**src/inc/iefr_regs.vh**
```
`ifndef IEFR_REGS_VH
`define IEFR_REGS_VH

// ---------------------------------------------
// register offsets (byte addresses)
// ---------------------------------------------
// flag and enable sit at word indices 6 and 7; one aligned word each, so byte = 4 * index
`define IEFR_PEND_IDX 6
`define IEFR_EN_IDX 7
`define IEFR_PEND_OFS 8'h18
`define IEFR_EN_OFS 8'h1C
`define IEFR_IRQ_STAT_OFS 8'h08
`define IEFR_IRQ_MASK_OFS 8'h0C
`define IEFR_VEC_OFS 8'h10

// ---------------------------------------------
// field positions and reset values
// ---------------------------------------------
`define IEFR_GIE_BIT 7
`define IEFR_TIMER_BIT 4
`define IEFR_I2C_BIT 3
`define IEFR_ADC_BIT 2
`define IEFR_EXT1_BIT 1
`define IEFR_EXT0_BIT 0
`define IEFR_SRC_MASK 8'h1F
`define IEFR_EN_MASK 8'h9F
`define IEFR_PEND_RST 8'h00
`define IEFR_EN_RST 8'h00
`define IEFR_VECTOR 16'h0004
`define IEFR_RESP_OKAY 2'b00
`define IEFR_RESP_SLVERR 2'b10

`endif

```
**src/hdl/iefr_top.v**
```verilog
// Chosen here: the AXI4-Lite slave port.
`timescale 1ns/1ns
`include "iefr_regs.vh"

module iefr_top (
	input wire aclk,
	input wire aresetn,
	input wire [7:0] s_axi_awaddr,
	input wire [2:0] s_axi_awprot,
	input wire s_axi_awvalid,
	output wire s_axi_awready,
	input wire [31:0] s_axi_wdata,
	input wire [3:0] s_axi_wstrb,
	input wire s_axi_wvalid,
	output wire s_axi_wready,
	output reg [1:0] s_axi_bresp,
	output reg s_axi_bvalid,
	input wire s_axi_bready,
	input wire [7:0] s_axi_araddr,
	input wire [2:0] s_axi_arprot,
	input wire s_axi_arvalid,
	output wire s_axi_arready,
	output reg [31:0] s_axi_rdata,
	output reg [1:0] s_axi_rresp,
	output reg s_axi_rvalid,
	input wire s_axi_rready,
	input wire timer_irq_event,
	input wire i2c_irq_event,
	input wire adc_irq_event,
	input wire port_b_pin1_irq_event,
	input wire port_b_pin0_irq_event,
	input wire cpu_irq_ack,
	output wire cpu_irq_req,
	output reg [15:0] cpu_irq_vector,
	output wire irq
);

	// ---------------------------------------------
	// write channel holding registers
	// ---------------------------------------------
	// address and data may arrive in either order; each is held until both are present
	reg aw_held_reg;
	reg [7:0] aw_addr_reg;
	reg w_held_reg;
	reg [31:0] w_data_reg;
	reg [3:0] w_strb_reg;
	wire aw_take;
	wire w_take;
	wire b_take;
	wire wr_fire;
	wire [7:0] wr_addr;
	wire [7:0] wr_byte;
	wire wr_lane0;

	assign s_axi_awready = !aw_held_reg && !s_axi_bvalid;
	assign s_axi_wready = !w_held_reg && !s_axi_bvalid;
	assign aw_take = s_axi_awvalid && s_axi_awready;
	assign w_take = s_axi_wvalid && s_axi_wready;
	assign b_take = s_axi_bvalid && s_axi_bready;
	assign wr_fire = aw_held_reg && w_held_reg && !s_axi_bvalid;
	assign wr_addr = aw_addr_reg;
	assign wr_byte = w_data_reg[7:0];
	assign wr_lane0 = w_strb_reg[0];

	// ---------------------------------------------
	// write address decode
	// ---------------------------------------------
	wire wr_en_sel;
	wire wr_pend_sel;
	wire wr_stat_sel;
	wire wr_mask_sel;
	wire wr_vec_sel;
	wire wr_known;
	wire wr_ok;

	assign wr_en_sel = (wr_addr == `IEFR_EN_OFS);
	assign wr_pend_sel = (wr_addr == `IEFR_PEND_OFS);
	assign wr_stat_sel = (wr_addr == `IEFR_IRQ_STAT_OFS);
	assign wr_mask_sel = (wr_addr == `IEFR_IRQ_MASK_OFS);
	assign wr_vec_sel = (wr_addr == `IEFR_VEC_OFS);
	// the vector register is read-only; a write there is answered but changes nothing
	assign wr_known = wr_en_sel | wr_pend_sel | wr_stat_sel | wr_mask_sel | wr_vec_sel;
	// a write with lane 0 off still gets its response, it just lands nowhere
	assign wr_ok = wr_fire && wr_lane0;

	// ---------------------------------------------
	// write address channel
	// ---------------------------------------------
	always @(posedge aclk) begin
		if (!aresetn) begin
			aw_held_reg <= 1'b0;
			aw_addr_reg <= 8'h00;
		end else if (wr_fire) begin
			aw_held_reg <= 1'b0;
		end else if (aw_take) begin
			aw_held_reg <= 1'b1;
			aw_addr_reg <= s_axi_awaddr;
		end
	end

	// ---------------------------------------------
	// write data channel
	// ---------------------------------------------
	always @(posedge aclk) begin
		if (!aresetn) begin
			w_held_reg <= 1'b0;
			w_data_reg <= 32'h00000000;
			w_strb_reg <= 4'h0;
		end else if (wr_fire) begin
			w_held_reg <= 1'b0;
		end else if (w_take) begin
			w_held_reg <= 1'b1;
			w_data_reg <= s_axi_wdata;
			w_strb_reg <= s_axi_wstrb;
		end
	end

	// ---------------------------------------------
	// write response channel
	// ---------------------------------------------
	always @(posedge aclk) begin
		if (!aresetn) begin
			s_axi_bvalid <= 1'b0;
			s_axi_bresp <= `IEFR_RESP_OKAY;
		end else if (wr_fire) begin
			s_axi_bvalid <= 1'b1;
			s_axi_bresp <= wr_known ? `IEFR_RESP_OKAY : `IEFR_RESP_SLVERR;
		end else if (b_take) begin
			s_axi_bvalid <= 1'b0;
		end
	end

	// ---------------------------------------------
	// enable register
	// ---------------------------------------------
	reg [7:0] irq_enable_mask_reg;
	wire global_irq_enable;
	wire timer_irq_enable;
	wire i2c_irq_enable;
	wire adc_irq_enable;
	wire ext_pin1_irq_enable;
	wire ext_pin0_irq_enable;

	always @(posedge aclk) begin
		if (!aresetn) begin
			irq_enable_mask_reg <= `IEFR_EN_RST;
		end else if (wr_ok && wr_en_sel) begin
			irq_enable_mask_reg <= wr_byte & `IEFR_EN_MASK;
		end
	end

	assign global_irq_enable = irq_enable_mask_reg[`IEFR_GIE_BIT];
	assign timer_irq_enable = irq_enable_mask_reg[`IEFR_TIMER_BIT];
	assign i2c_irq_enable = irq_enable_mask_reg[`IEFR_I2C_BIT];
	assign adc_irq_enable = irq_enable_mask_reg[`IEFR_ADC_BIT];
	assign ext_pin1_irq_enable = irq_enable_mask_reg[`IEFR_EXT1_BIT];
	assign ext_pin0_irq_enable = irq_enable_mask_reg[`IEFR_EXT0_BIT];

	// ---------------------------------------------
	// pending flags
	// ---------------------------------------------
	reg [7:0] irq_pending_flags_reg;
	wire [7:0] irq_pending_flags_next;
	wire [4:0] src_event;
	wire timer_irq_pending;
	wire i2c_irq_pending;
	wire adc_irq_pending;
	wire ext_pin1_irq_pending;
	wire ext_pin0_irq_pending;

	assign src_event = {
		timer_irq_event,
		i2c_irq_event,
		adc_irq_event,
		port_b_pin1_irq_event,
		port_b_pin0_irq_event
	};

	// a set that lands in the same cycle as a software clear survives the clear
	genvar gi;
	generate
		for (gi = 0; gi < 8; gi = gi + 1) begin : g_pend
			if (gi < 5) begin : g_src
				assign irq_pending_flags_next[gi] = src_event[gi] |
					((wr_ok && wr_pend_sel) ? wr_byte[gi] : irq_pending_flags_reg[gi]);
			end else begin : g_unimp
				assign irq_pending_flags_next[gi] = 1'b0;
			end
		end
	endgenerate

	always @(posedge aclk) begin
		if (!aresetn) begin
			irq_pending_flags_reg <= `IEFR_PEND_RST;
		end else begin
			irq_pending_flags_reg <= irq_pending_flags_next;
		end
	end

	assign timer_irq_pending = irq_pending_flags_reg[`IEFR_TIMER_BIT];
	assign i2c_irq_pending = irq_pending_flags_reg[`IEFR_I2C_BIT];
	assign adc_irq_pending = irq_pending_flags_reg[`IEFR_ADC_BIT];
	assign ext_pin1_irq_pending = irq_pending_flags_reg[`IEFR_EXT1_BIT];
	assign ext_pin0_irq_pending = irq_pending_flags_reg[`IEFR_EXT0_BIT];

	// ---------------------------------------------
	// cpu request
	// ---------------------------------------------
	wire [4:0] src_enable;
	wire [4:0] src_pending;
	wire [4:0] src_live;
	wire any_live;

	assign src_enable = {
		timer_irq_enable,
		i2c_irq_enable,
		adc_irq_enable,
		ext_pin1_irq_enable,
		ext_pin0_irq_enable
	};
	assign src_pending = {
		timer_irq_pending,
		i2c_irq_pending,
		adc_irq_pending,
		ext_pin1_irq_pending,
		ext_pin0_irq_pending
	};
	assign src_live = src_pending & src_enable;
	assign any_live = (src_live != 5'h00);
	// global gate on request
	// no priority among sources: the cpu reads the flags to find which one
	assign cpu_irq_req = global_irq_enable && any_live;

	// ---------------------------------------------
	// interrupt vector
	// ---------------------------------------------
	wire vec_load;

	assign vec_load = cpu_irq_ack && cpu_irq_req;

	always @(posedge aclk) begin
		if (!aresetn) begin
			cpu_irq_vector <= 16'h0000;
		end else if (vec_load) begin
			cpu_irq_vector <= `IEFR_VECTOR;
		end
	end

	// ---------------------------------------------
	// block interrupt status and mask
	// ---------------------------------------------
	// flag events mirror into a write-one-to-clear status; keeps software polling apart
	// from the cpu-facing pending flags
	reg [4:0] irq_stat_reg;
	reg [4:0] irq_mask_reg;
	wire [4:0] irq_stat_next;
	wire stat_wr;
	wire [4:0] stat_clr;
	wire [4:0] stat_live;

	assign stat_wr = wr_ok && wr_stat_sel;
	assign stat_clr = stat_wr ? wr_byte[4:0] : 5'h00;

	// set beats a same-cycle write-one clear
	generate
		for (gi = 0; gi < 5; gi = gi + 1) begin : g_stat
			assign irq_stat_next[gi] = src_event[gi] | (irq_stat_reg[gi] & ~stat_clr[gi]);
		end
	endgenerate

	always @(posedge aclk) begin
		if (!aresetn) begin
			irq_stat_reg <= 5'h00;
		end else begin
			irq_stat_reg <= irq_stat_next;
		end
	end

	always @(posedge aclk) begin
		if (!aresetn) begin
			irq_mask_reg <= 5'h00;
		end else if (wr_ok && wr_mask_sel) begin
			irq_mask_reg <= wr_byte[4:0];
		end
	end

	assign stat_live = irq_stat_reg & irq_mask_reg;
	assign irq = (stat_live != 5'h00);

	// ---------------------------------------------
	// read channel
	// ---------------------------------------------
	reg [31:0] rd_word;
	reg rd_known;
	wire [7:0] rd_addr;
	wire rd_take;
	wire rd_done;

	assign s_axi_arready = !s_axi_rvalid;
	assign rd_addr = s_axi_araddr;
	assign rd_take = s_axi_arvalid && s_axi_arready;
	assign rd_done = s_axi_rvalid && s_axi_rready;

	// readback mux
	// data is captured at the address edge; a flag set while rvalid waits shows next read
	always @* begin
		rd_word = 32'h00000000;
		rd_known = 1'b1;
		case (rd_addr)
			`IEFR_EN_OFS: rd_word[7:0] = irq_enable_mask_reg;
			`IEFR_PEND_OFS: rd_word[7:0] = irq_pending_flags_reg;
			`IEFR_IRQ_STAT_OFS: rd_word[4:0] = irq_stat_reg;
			`IEFR_IRQ_MASK_OFS: rd_word[4:0] = irq_mask_reg;
			`IEFR_VEC_OFS: rd_word[15:0] = cpu_irq_vector;
			default: rd_known = 1'b0;
		endcase
	end

	always @(posedge aclk) begin
		if (!aresetn) begin
			s_axi_rvalid <= 1'b0;
			s_axi_rdata <= 32'h00000000;
			s_axi_rresp <= `IEFR_RESP_OKAY;
		end else if (rd_take) begin
			s_axi_rvalid <= 1'b1;
			s_axi_rdata <= rd_word;
			s_axi_rresp <= rd_known ? `IEFR_RESP_OKAY : `IEFR_RESP_SLVERR;
		end else if (rd_done) begin
			s_axi_rvalid <= 1'b0;
		end
	end

endmodule // iefr_top

```
**config.mk**
```make
export PLATFORM = sky130hd
export DESIGN_NAME = iefr_top
export DESIGN_NICKNAME = d
export VERILOG_FILES = /design/src/hdl/iefr_top.v
export VERILOG_INCLUDE_DIRS = /design/src /design/src/inc
export SDC_FILE = /design/constraint.sdc
export NUM_CORES = 1
export LEC_CHECK = 0
export BUFFER_PORTS_ARGS = -buffer_cell sky130_fd_sc_hd__buf_2
export CORE_ASPECT_RATIO = 2
export CORE_UTILIZATION = 41
export DETAILED_ROUTE_END_ITERATION = 10
export GPL_TIMING_DRIVEN = 0
export MAX_ROUTING_LAYER = met4
export PLACE_DENSITY_LB_ADDON = 0.25
export SYNTH_ARGS = -nofsm -noshare
export SYNTH_HDL_FRONTEND = slang
export SYNTH_SLANG_ARGS = --single-unit
```
**constraint.sdc**
```tcl
create_clock -name aclk -period 1.6 [get_ports aclk]
set_clock_uncertainty 0.2 [all_clocks]
set_input_delay 0.32 -clock aclk [delete_from_list [all_inputs] [get_ports aclk]]
set_output_delay 0.32 -clock aclk [all_outputs]
set_load 0.005 [all_outputs]
```
==> summary.txt, run 1 <==
Async S/R FF share, synth = 0%
Yosys top cell area share = 38.8%
fin util = 54.9%
Final ANT Viol Nets = 0
leakage = 1.75 nW
Final WS setup = -260 ps
global-route met3 utilization = 4.46%
number of flops mapped to enable cells by yosys = 0
Max stage delay cell, worst path = a222oi_1
Final Setup Violations = 2
root buf cell = clkbuf_16
pins over their slew limit = 0
Syn Std Cell Area = 2530 µm²
Worst R2R Path Depth = 4
GP Congestion = 0.782
critical path endpoint category = primary output
DRT Pass-1 Iters = 7
CTS tree = yes
largest net degree at the start of global routing = 16
Layout area overhead = 29.5%
Via Count = 2056
Core Region = 5960 µm²
FMAX = 538 MHz
power density cells = 905 nW/µm²
CP Data Arrival Time = 1340 ps
crit path cell chain = a222oi_1 -> a21boi_1 -> buf_2
fraction of layout cells with a size suffix above 1 = 33.4%
post-route cell area = 3270 µm²
Req. time, crit path = 1080 ps
dpl cell area = 3000 µm²
wire per inst = 12.6 µm
Die H = 113 µm
Hold EP = aw_addr_reg[0]$_SDFFE_PN0P_
crit-path max cell delay = 430 ps
hold path start = s_axi_awaddr[0]
dominant cell type by area after synthesis = dfxtp_1
drt total wl = 5510 µm
Worst slew margin = 65.5%
Max-Cap Viols = 0
Worst setup SP type = flop
GRT Total Usage = 18.4%
total power = 2.96 mW
Synth area leaders = dfxtp_1 (39%), buf_4 (13%), mux2i_1 (7.9%), nor2b_1 (5.9%), nand2_1 (4.2%)
Syn Inst Count = 272
Seq/Total Area, Yosys = 38.8%
Longest Clk Path Bufs = 2
diode count = 0
fill cell count = 606
RSZ-0062 raised after global routing = yes
class of the worst hold path = in2reg
Avg Cell Area, Syn = 9.29 µm²
synth unique cells = 35
layer with the highest usage = met2
CTS Buf Count = 5
initial core utilization = 42.4%
hold slack = 70.5 ps
first-pass GRT wire length = 8800 µm
met1 global-route usage = 16.9%
Layout Nets = 444
violated checks = design-rule violations, negative setup slack
Tcrit/Tclk final = 116%
CP Class = reg2out
# DRC = 10
maximum vdd drop = 0.948 mV
CTS Sinks = 49
vias in the first global route = 1891
Tmin final = 1860 ps
Die Wd = 57.5 µm
Worst-path clk slew = 60 ps
vias per inst = 4.70
Sequential Area = 992 µm²
max FFs per register = 8
IO buf count = 48
flop2flop setup slack = 10 ps
Post-DP HPWL = 4280 µm
die area = 6500 µm²
Yosys reg bits = 49
row cnt = 40
M2 GR Usage = 33.6%
initial antenna violation count = 0
Hold Vio Cnt, Final = 0
outcome = finished, violations left
cts hold-fix bufs = 0
Yosys warnings = 0
# IOs = 130
crit path max fanout = 2
Synth Flop Type = dfxtp_1
Worst Hold Depth = 3
total gr overflow = 0
Worst-Skew Late Latency = 290 ps
DRT iter0 DRCs = 56
H-tree levels = 2
r2r endpoint = irq_pending_flags_reg[1]$_SDFF_PN0_
area of the multi-input gates = 1350 µm²
reg-to-reg critical path startpoint = aw_addr_reg[0]$_SDFFE_PN0P_
Worst-Margin Slew = 518 ps
[layer usage]
layer | wire length (µm) | part of all wire, %
met2 | 3070 | 56
met3 | 329 | 6.0
met1 | 1930 | 35
met5 | 0 | 0
met4 | 187 | 3.4
[worst max path at each step]
stage / start / to / slack [ps] / cells past startpoint
after global routing: irq_enable_mask_reg[0]$_SDFFE_PN0P_ / cpu_irq_req / -360 / 3
after global placement: aw_addr_reg[0]$_SDFFE_PN0P_ / irq_stat_reg[1]$_SDFF_PN0_ / -220 / 4
final: irq_enable_mask_reg[0]$_SDFFE_PN0P_ / cpu_irq_req / -260 / 3
after detailed placement: aw_addr_reg[0]$_SDFFE_PN0P_ / irq_stat_reg[4]$_SDFF_PN0_ / -260 / 4
after floorplan: aw_addr_reg[0]$_SDFFE_PN0P_ / irq_mask_reg[0]$_SDFFE_PN0P_ / -6 / 4
after CTS: irq_enable_mask_reg[0]$_SDFFE_PN0P_ / cpu_irq_req / -290 / 3
[power breakdown]
part	leakage (nW)	internal, mW	switching [mW]
sequential	0.404	1.28	0.0559
clock	0.0831	0.779	0.443
combinational	1.26	0.216	0.189
total	1.75	2.27	0.688
[worst max-delay path, delay by kind of cell, from the launching register on]
| family | cells | cell delay, ps |
|---|---|---|
| AOI/OAI and AO/OA | 2 | 580 |
| buffers and inverters | 1 | 150 |
| DFF | 1 | 320 |
[per-stage QoR]
stage / setup WS (ps) / cells / setup TNS, ps
after floorplan: -6.11 / 314 / -39.5
after global placement: -217 / 425 / -3140
after detailed placement: -259 / 425 / -3830
after CTS: -285 / 438 / -405
after global routing: -355 / 437 / -1150
final: -260 / 437 / -377
[synthesized netlist by cell type (2+ instances only)]
cell type	count
buf_2	3
buf_4	43
a21oi_1	7
dfxtp_1	49
a21boi_0	13
nand2b_1	2
a31oi_1	5
nand2_1	28
mux2i_1	20
nand4_1	2
a22oi_1	3
nor2b_1	24
and4b_1	2
and4_1	2
o311a_1	5
mux4_2	4
nor2_1	11
o21ai_0	10
and3_1	2
and2_1	2
nand4b_4	2
clkbuf_1	7
inv_1	9
a222oi_1	2
nand3_1	5
[cells by family after synthesis]
group	count (synthesis)	share of synthesized area, %
DFF	49	38.8
buffers and inverters	62	15.8
AOI/OAI and AO/OA	48	13.2
and+or+nand+nor	88	20.6
muxes	24	11.5
other	1	0.148
[cells in the final DEF (no fill, tap or decap), drive strengths merged, types with 2 or more instances in the layout]
cell,n
a21boi,13
a21oi,7
a222oi,2
a22oi,3
a31oi,5
and2,2
and3,2
and4,2
and4b,2
buf,97
clkbuf,13
conb,43
dfxtp,49
inv,9
mux2i,20
mux4,4
nand2,28
nand2b,2
nand3,5
nand4,2
nand4b,4
nor2,11
nor2b,24
nor4,2
o21ai,10
o311a,5
[timing repair]
action / 4_1_cts / 5_1_grt
endpoints found under the hold margin: 0 / 0
resized for setup: 9 / 9
setup endpoints to repair: 23 / 26
buffers inserted: 4 / 0
pin swaps: 5 / 6
cloned: 1 / 0
[cell type report]
| type | instances | area share [%] |
|---|---|---|
| inverter | 9 | 1.03 |
| clock buffer | 6 | 4.25 |
| timing repair buffer | 52 | 8.38 |
| multi-input combinational | 204 | 41.2 |
| tap | 63 | 2.41 |
| sequential | 49 | 30.3 |
| buffer | 52 | 11.3 |
| clock inverter | 2 | 1.15 |
Note: power is estimated with default switching activity, not from simulation.
==> inputs of run 2 (changes only) <==
--- a/config.mk
+++ b/config.mk
@@ -7,7 +7,9 @@
 export NUM_CORES = 1
 export LEC_CHECK = 0
 export BUFFER_PORTS_ARGS = -buffer_cell sky130_fd_sc_hd__buf_2
+export CAP_MARGIN = 5
 export CORE_ASPECT_RATIO = 2
+export CORE_MARGIN = 5
 export CORE_UTILIZATION = 41
 export DETAILED_ROUTE_END_ITERATION = 10
 export GPL_TIMING_DRIVEN = 0
==> run 2 against run 1 <==
  * The run ends with negative setup slack left
  * Final area about the same
  * Global-route usage decreased by 2.2 points
  * Count of clock-buffer cells in the layout increased by 1
  * First-iteration DRC count decreased by 3.6%
  * Combinational power increased by 4.9%
  * Critical path depth unchanged
  * Fmax decreased by 0.34%
  * Largest cell class unchanged
==> summary.txt, run 2 (synthesized netlist as in run 1, its figures left out) <==
outcome = finished, violations left
violated checks = negative setup slack
largest net degree at the start of global routing = 14
class of the worst hold path = in2reg
crit path max fanout = 3
Final WS setup = -267 ps
drt total wl = 6090 µm
reg-to-reg critical path startpoint = aw_addr_reg[0]$_SDFFE_PN0P_
pins over their slew limit = 0
Hold Vio Cnt, Final = 0
max FFs per register = 8
Layout area overhead = 29.4%
Tcrit/Tclk final = 117%
crit-path max cell delay = 420 ps
# DRC = 0
Post-DP HPWL = 4690 µm
Core Region = 6010 µm²
commonest non-fill, non-tap cell in the layout = buf_2
crit path cell chain = a222oi_1 -> a21boi_1 -> buf_2
Max-Cap Viols = 0
DRT Pass-1 Iters = 5
Worst-Margin Slew = 512 ps
total power = 2.80 mW
maximum vdd drop = 0.775 mV
fraction of layout cells with a size suffix above 1 = 34.3%
start point of the critical path = irq_pending_flags_reg[0]$_SDFF_PN0_
Worst setup SP type = flop
commonest cells after routing, fill and taps aside = buf_2 (49), buf_4 (47), conb_1 (43), dfxtp_1 (41), nand2_1 (25)
Req. time, crit path = 1080 ps
Longest Clk Path Bufs = 2
RSZ-0062 raised after global routing = yes
diode count = 0
vias per inst = 4.84
pre-CTS setup slack = -241 ps
total gr overflow = 0
row cnt = 40
Worst-path clk slew = 60 ps
initial core utilization = 42.1%
GRT Total Usage = 16.3%
H-tree levels = 2
Final Setup Violations = 2
Layout Nets = 447
Die Wd = 65.5 µm
CP Data Arrival Time = 1350 ps
IO buf count = 48
CTS Buf Count = 5
root buf cell = clkbuf_16
# IOs = 130
wire per inst = 13.9 µm
hold path start = s_axi_awaddr[1]
CTS tree = yes
Max stage delay cell, worst path = a222oi_1
critical path endpoint category = primary output
CP Class = reg2out
FMAX = 536 MHz
first-pass GRT wire length = 9600 µm
setup tns final = -350 ps
Die H = 121 µm
CTS Sinks = 49
die area = 7930 µm²
vias in the first global route = 2017
Tmin final = 1870 ps
DRT iter0 DRCs = 54
Worst-Skew Late Latency = 290 ps
power density cells = 856 nW/µm²
initial antenna violation count = 0
hold slack = 72.2 ps
Via Count = 2123
fin util = 54.4%
Worst slew margin = 65.9%
Final ANT Viol Nets = 0
leakage = 1.74 nW
GP Congestion = 0.805
-- run 2: changes by cell type in the layout (fill, tap and decap cells not counted), sizes merged --
cell	change
bufinv	-1
clkbuf	+2
clkinvlp	-1
buf	+2
-- run 2: layout make-up --
cell class                 count  area, µm²
fill                         596       2740
multi-input combinational    204       1360
sequential                    49        991
buffer                        53        373
timing repair buffer          54        293
clock buffer                   7        143
tap                           63       78.8
inverter                       9       33.8
-- run 2: worst max-delay path, delay by kind of cell (launching register included) --
kind / cells / cell delay [ps]
flops: 1 / 330
buf+inv: 1 / 150
compound gates: 2 / 580
-- run 2: power breakdown --
group          switching, mW  leakage [nW]  internal, mW
sequential            0.0560         0.405          1.28
combinational          0.197          1.26         0.228
clock                  0.426        0.0700         0.614
total                  0.680          1.74          2.12
-- run 2: routing by layer --
layer / vias up / GRT usage, % / share of wire [%]
li1: 1073 / - / -
met1: 953 / 14.9 / 34
met2: 85 / 30.2 / 56
met3: 12 / 4.45 / 7.3
met4: 0 / 7.40 / 2.7
met5: - / - / 0
-- run 2: path summary, 6_finish.rpt --
kind / to / slack (ps) / cells after the start
setup / recovery: cpu_irq_req / -270 / 3
hold / removal: aw_addr_reg[1]$_SDFFE_PN0P_ / 70 / 3
setup reg to reg: irq_enable_mask_reg[3]$_SDFFE_PN0P_ / 30 / 5
hold reg to reg: s_axi_rdata[4]$_SDFFE_PN0P_ / 260 / 2
-- run 2: timing repair --
action,CTS,global route
gates cloned,1,0
pin swaps,5,6
hold buffers,0,0
buffers inserted,4,2
endpoints found under the hold margin,0,0
resized for setup,9,14
setup endpoints to repair,23,25
-- run 2: stage by stage --
| stage | cell area [µm²] | cells |
|---|---|---|
| 2_1_floorplan | 2680 | 314 |
| 3_3_place_gp | 3000 | 425 |
| 3_5_place_dp | 3000 | 425 |
| 4_1_cts | 3210 | 437 |
| 5_1_grt | 3270 | 439 |
| 6_report | 3270 | 439 |
==> inputs of run 3 (changes only) <==
--- a/config.mk
+++ b/config.mk
@@ -18,3 +18,4 @@
 export SYNTH_ARGS = -nofsm -noshare
 export SYNTH_HDL_FRONTEND = slang
 export SYNTH_SLANG_ARGS = --single-unit
+export TNS_END_PERCENT = 10
==> run 3 against run 2 <==
  * The flow still finishes with violations (negative setup slack)
  * Setup slack got worse by 12 ps
  * Core utilization is 0.73 points lower
  * Die area unchanged
  * Combinational power decreased by 5.9%
  * Register-to-register slack got worse by 60 ps
  * Critical endpoint unchanged
  * Fmax down 0.63%
  * Via count down 3.3%
  * Worst hold slack got worse by 6.1 ps
  * Routed wire length fell by 7.2%
  * Sequential power about the same
  * First-iteration DRC count rose by 5.6%
==> summary.txt, run 3 (synthesized netlist as in run 1, its figures left out) <==
class of the worst hold path = in2reg
pins over their slew limit = 0
Non-Filler Instances = 435
Core Region = 6010 µm²
Post-DP HPWL = 4620 µm
initial core utilization = 42.1%
# IOs = 130
CTS Sinks = 49
root buf cell = clkbuf_16
GRT Total Usage = 15.2%
CP Data Arrival Time = 1360 ps
setup tns final = -482 ps
area of the multi-input gates = 1320 µm²
CP Class = reg2out
vias in the first global route = 1958
maximum vdd drop = 0.856 mV
power density cells = 912 nW/µm²
commonest cells after routing, fill and taps aside = buf_2 (50), buf_4 (44), conb_1 (43), dfxtp_1 (43), nand2_1 (28)
Layout Nets = 442
# DRC = 0
fin util = 53.7%
IO buf count = 48
Int Power = 2.27 mW
DRT Pass-1 Iters = 4
Worst setup SP type = flop
FMAX = 532 MHz
Die H = 121 µm
row cnt = 40
Sequential Area = 988 µm²
RSZ-0062 raised after global routing = yes
Comb power frac = 13.6%
outcome = finished, violations left
GP Congestion = 0.793
diode count = 0
fill cell count = 596
crit path max fanout = 2
Die Wd = 65.5 µm
Longest Clk Path Bufs = 2
fraction of layout cells with a size suffix above 1 = 32.0%
Flop pwr share = 45.3%
Hold Vio Cnt, Final = 0
total gr overflow = 0
DRT iter0 DRCs = 57
violated checks = negative setup slack
Worst-path clk slew = 60 ps
Final ANT Viol Nets = 0
CTS tree = yes
CTS Buf Count = 5
Worst slew margin = 64.3%
vias per inst = 4.72
Max-Cap Viols = 0
cts hold-fix bufs = 0
Via Count = 2052
die area = 7930 µm²
Sw Pwr = 0.668 mW
largest net degree at the start of global routing = 15
first-pass GRT wire length = 9090 µm
initial antenna violation count = 0
switching share of power = 22.7%
H-tree levels = 2
Layout area overhead = 27.7%
drt total wl = 5650 µm
Tcrit/Tclk final = 117%
dpl cells = 425
Final WS setup = -279 ps
critical path endpoint category = primary output
Clock power frac = 41.1%
wire per inst = 13.0 µm
Req. time, crit path = 1080 ps
Final Setup Violations = 7
commonest non-fill, non-tap cell in the layout = buf_2
Worst-Margin Slew = 536 ps
Tmin final = 1880 ps
leakage = 1.68 nW
max FFs per register = 8
Worst-Skew Late Latency = 290 ps
[run 3: cell types whose count changed in the layout (fill, tap and decap cells not counted), sizes merged]
cell / previous run / this run
nand4b: 4 / 3
clkbuf: 15 / 14
buf: 99 / 96
bufinv: 0 / 1
[run 3: routing by layer]
metal  up-vias  global-route usage (%)  routed length (µm)
li1       1054                       -                   -
met1       924                    14.5                1980
met2        65                    27.9                3110
met3         9                    3.71                 416
met4         0                    6.62                 141
met5         -                       -                   0
[run 3: cell type report]
cell class | count | area share [%]
clock inverters | 1 | 0.931
repair buffers | 50 | 8.03
clock buffers | 7 | 4.42
flip-flops and latches | 49 | 30.6
plain buffers | 53 | 11.5
well taps | 63 | 2.44
multi-input cells | 203 | 41.0
inverters | 9 | 1.05
[run 3: stage by stage]
step / instance area [µm²] / total power [mW] / worst slack, ps / hold slack, ps
final: 3230 / 2.94 / -279 / 66.1
after global routing: 3230 / 3.08 / -340 / 81.4
after CTS: 3210 / 2.97 / -299 / 72.0
after detailed placement: 3000 / 1.74 / -236 / 255
after global placement: 3000 / 1.73 / -214 / 249
after floorplan: 2680 / 1.63 / -6.11 / 257
[run 3: power groups by stage]
stage / Combinational, mW / Sequential [mW] / Clock [mW]
after floorplan: 0.283 / 1.34 / 0
after global placement: 0.374 / 1.36 / 0
after detailed placement: 0.380 / 1.36 / 0
after CTS: 0.397 / 1.33 / 1.24
after global routing: 0.450 / 1.34 / 1.29
final: 0.400 / 1.33 / 1.21
[run 3: final timing paths]
kind | from | endpoint | slack, ps | cells past startpoint
setup / recovery | irq_enable_mask_reg[0]$_SDFFE_PN0P_ | cpu_irq_req | -280 | 3
hold / removal | s_axi_awaddr[1] | aw_addr_reg[1]$_SDFFE_PN0P_ | 70 | 3
setup reg to reg | aw_addr_reg[5]$_SDFFE_PN0P_ | irq_pending_flags_reg[4]$_SDFF_PN0_ | -30 | 4
hold reg to reg | s_axi_rdata[4]$_SDFFE_PN0P_ | s_axi_rdata[4]$_SDFFE_PN0P_ | 260 | 2
[run 3: repair_timing]
action | 4_1_cts | 5_1_grt
setup endpoints to repair | 23 | 28
pin swaps | 3 | 1
cloned | 0 | 0
resized for setup | 7 | 8
setup buffers | 2 | 0
[run 3: critical path, cell delays in order, from the launching register on]
cell      delay, ps
dfxtp_2         320
a222oi_1        460
a21boi_1        140
buf_2           150
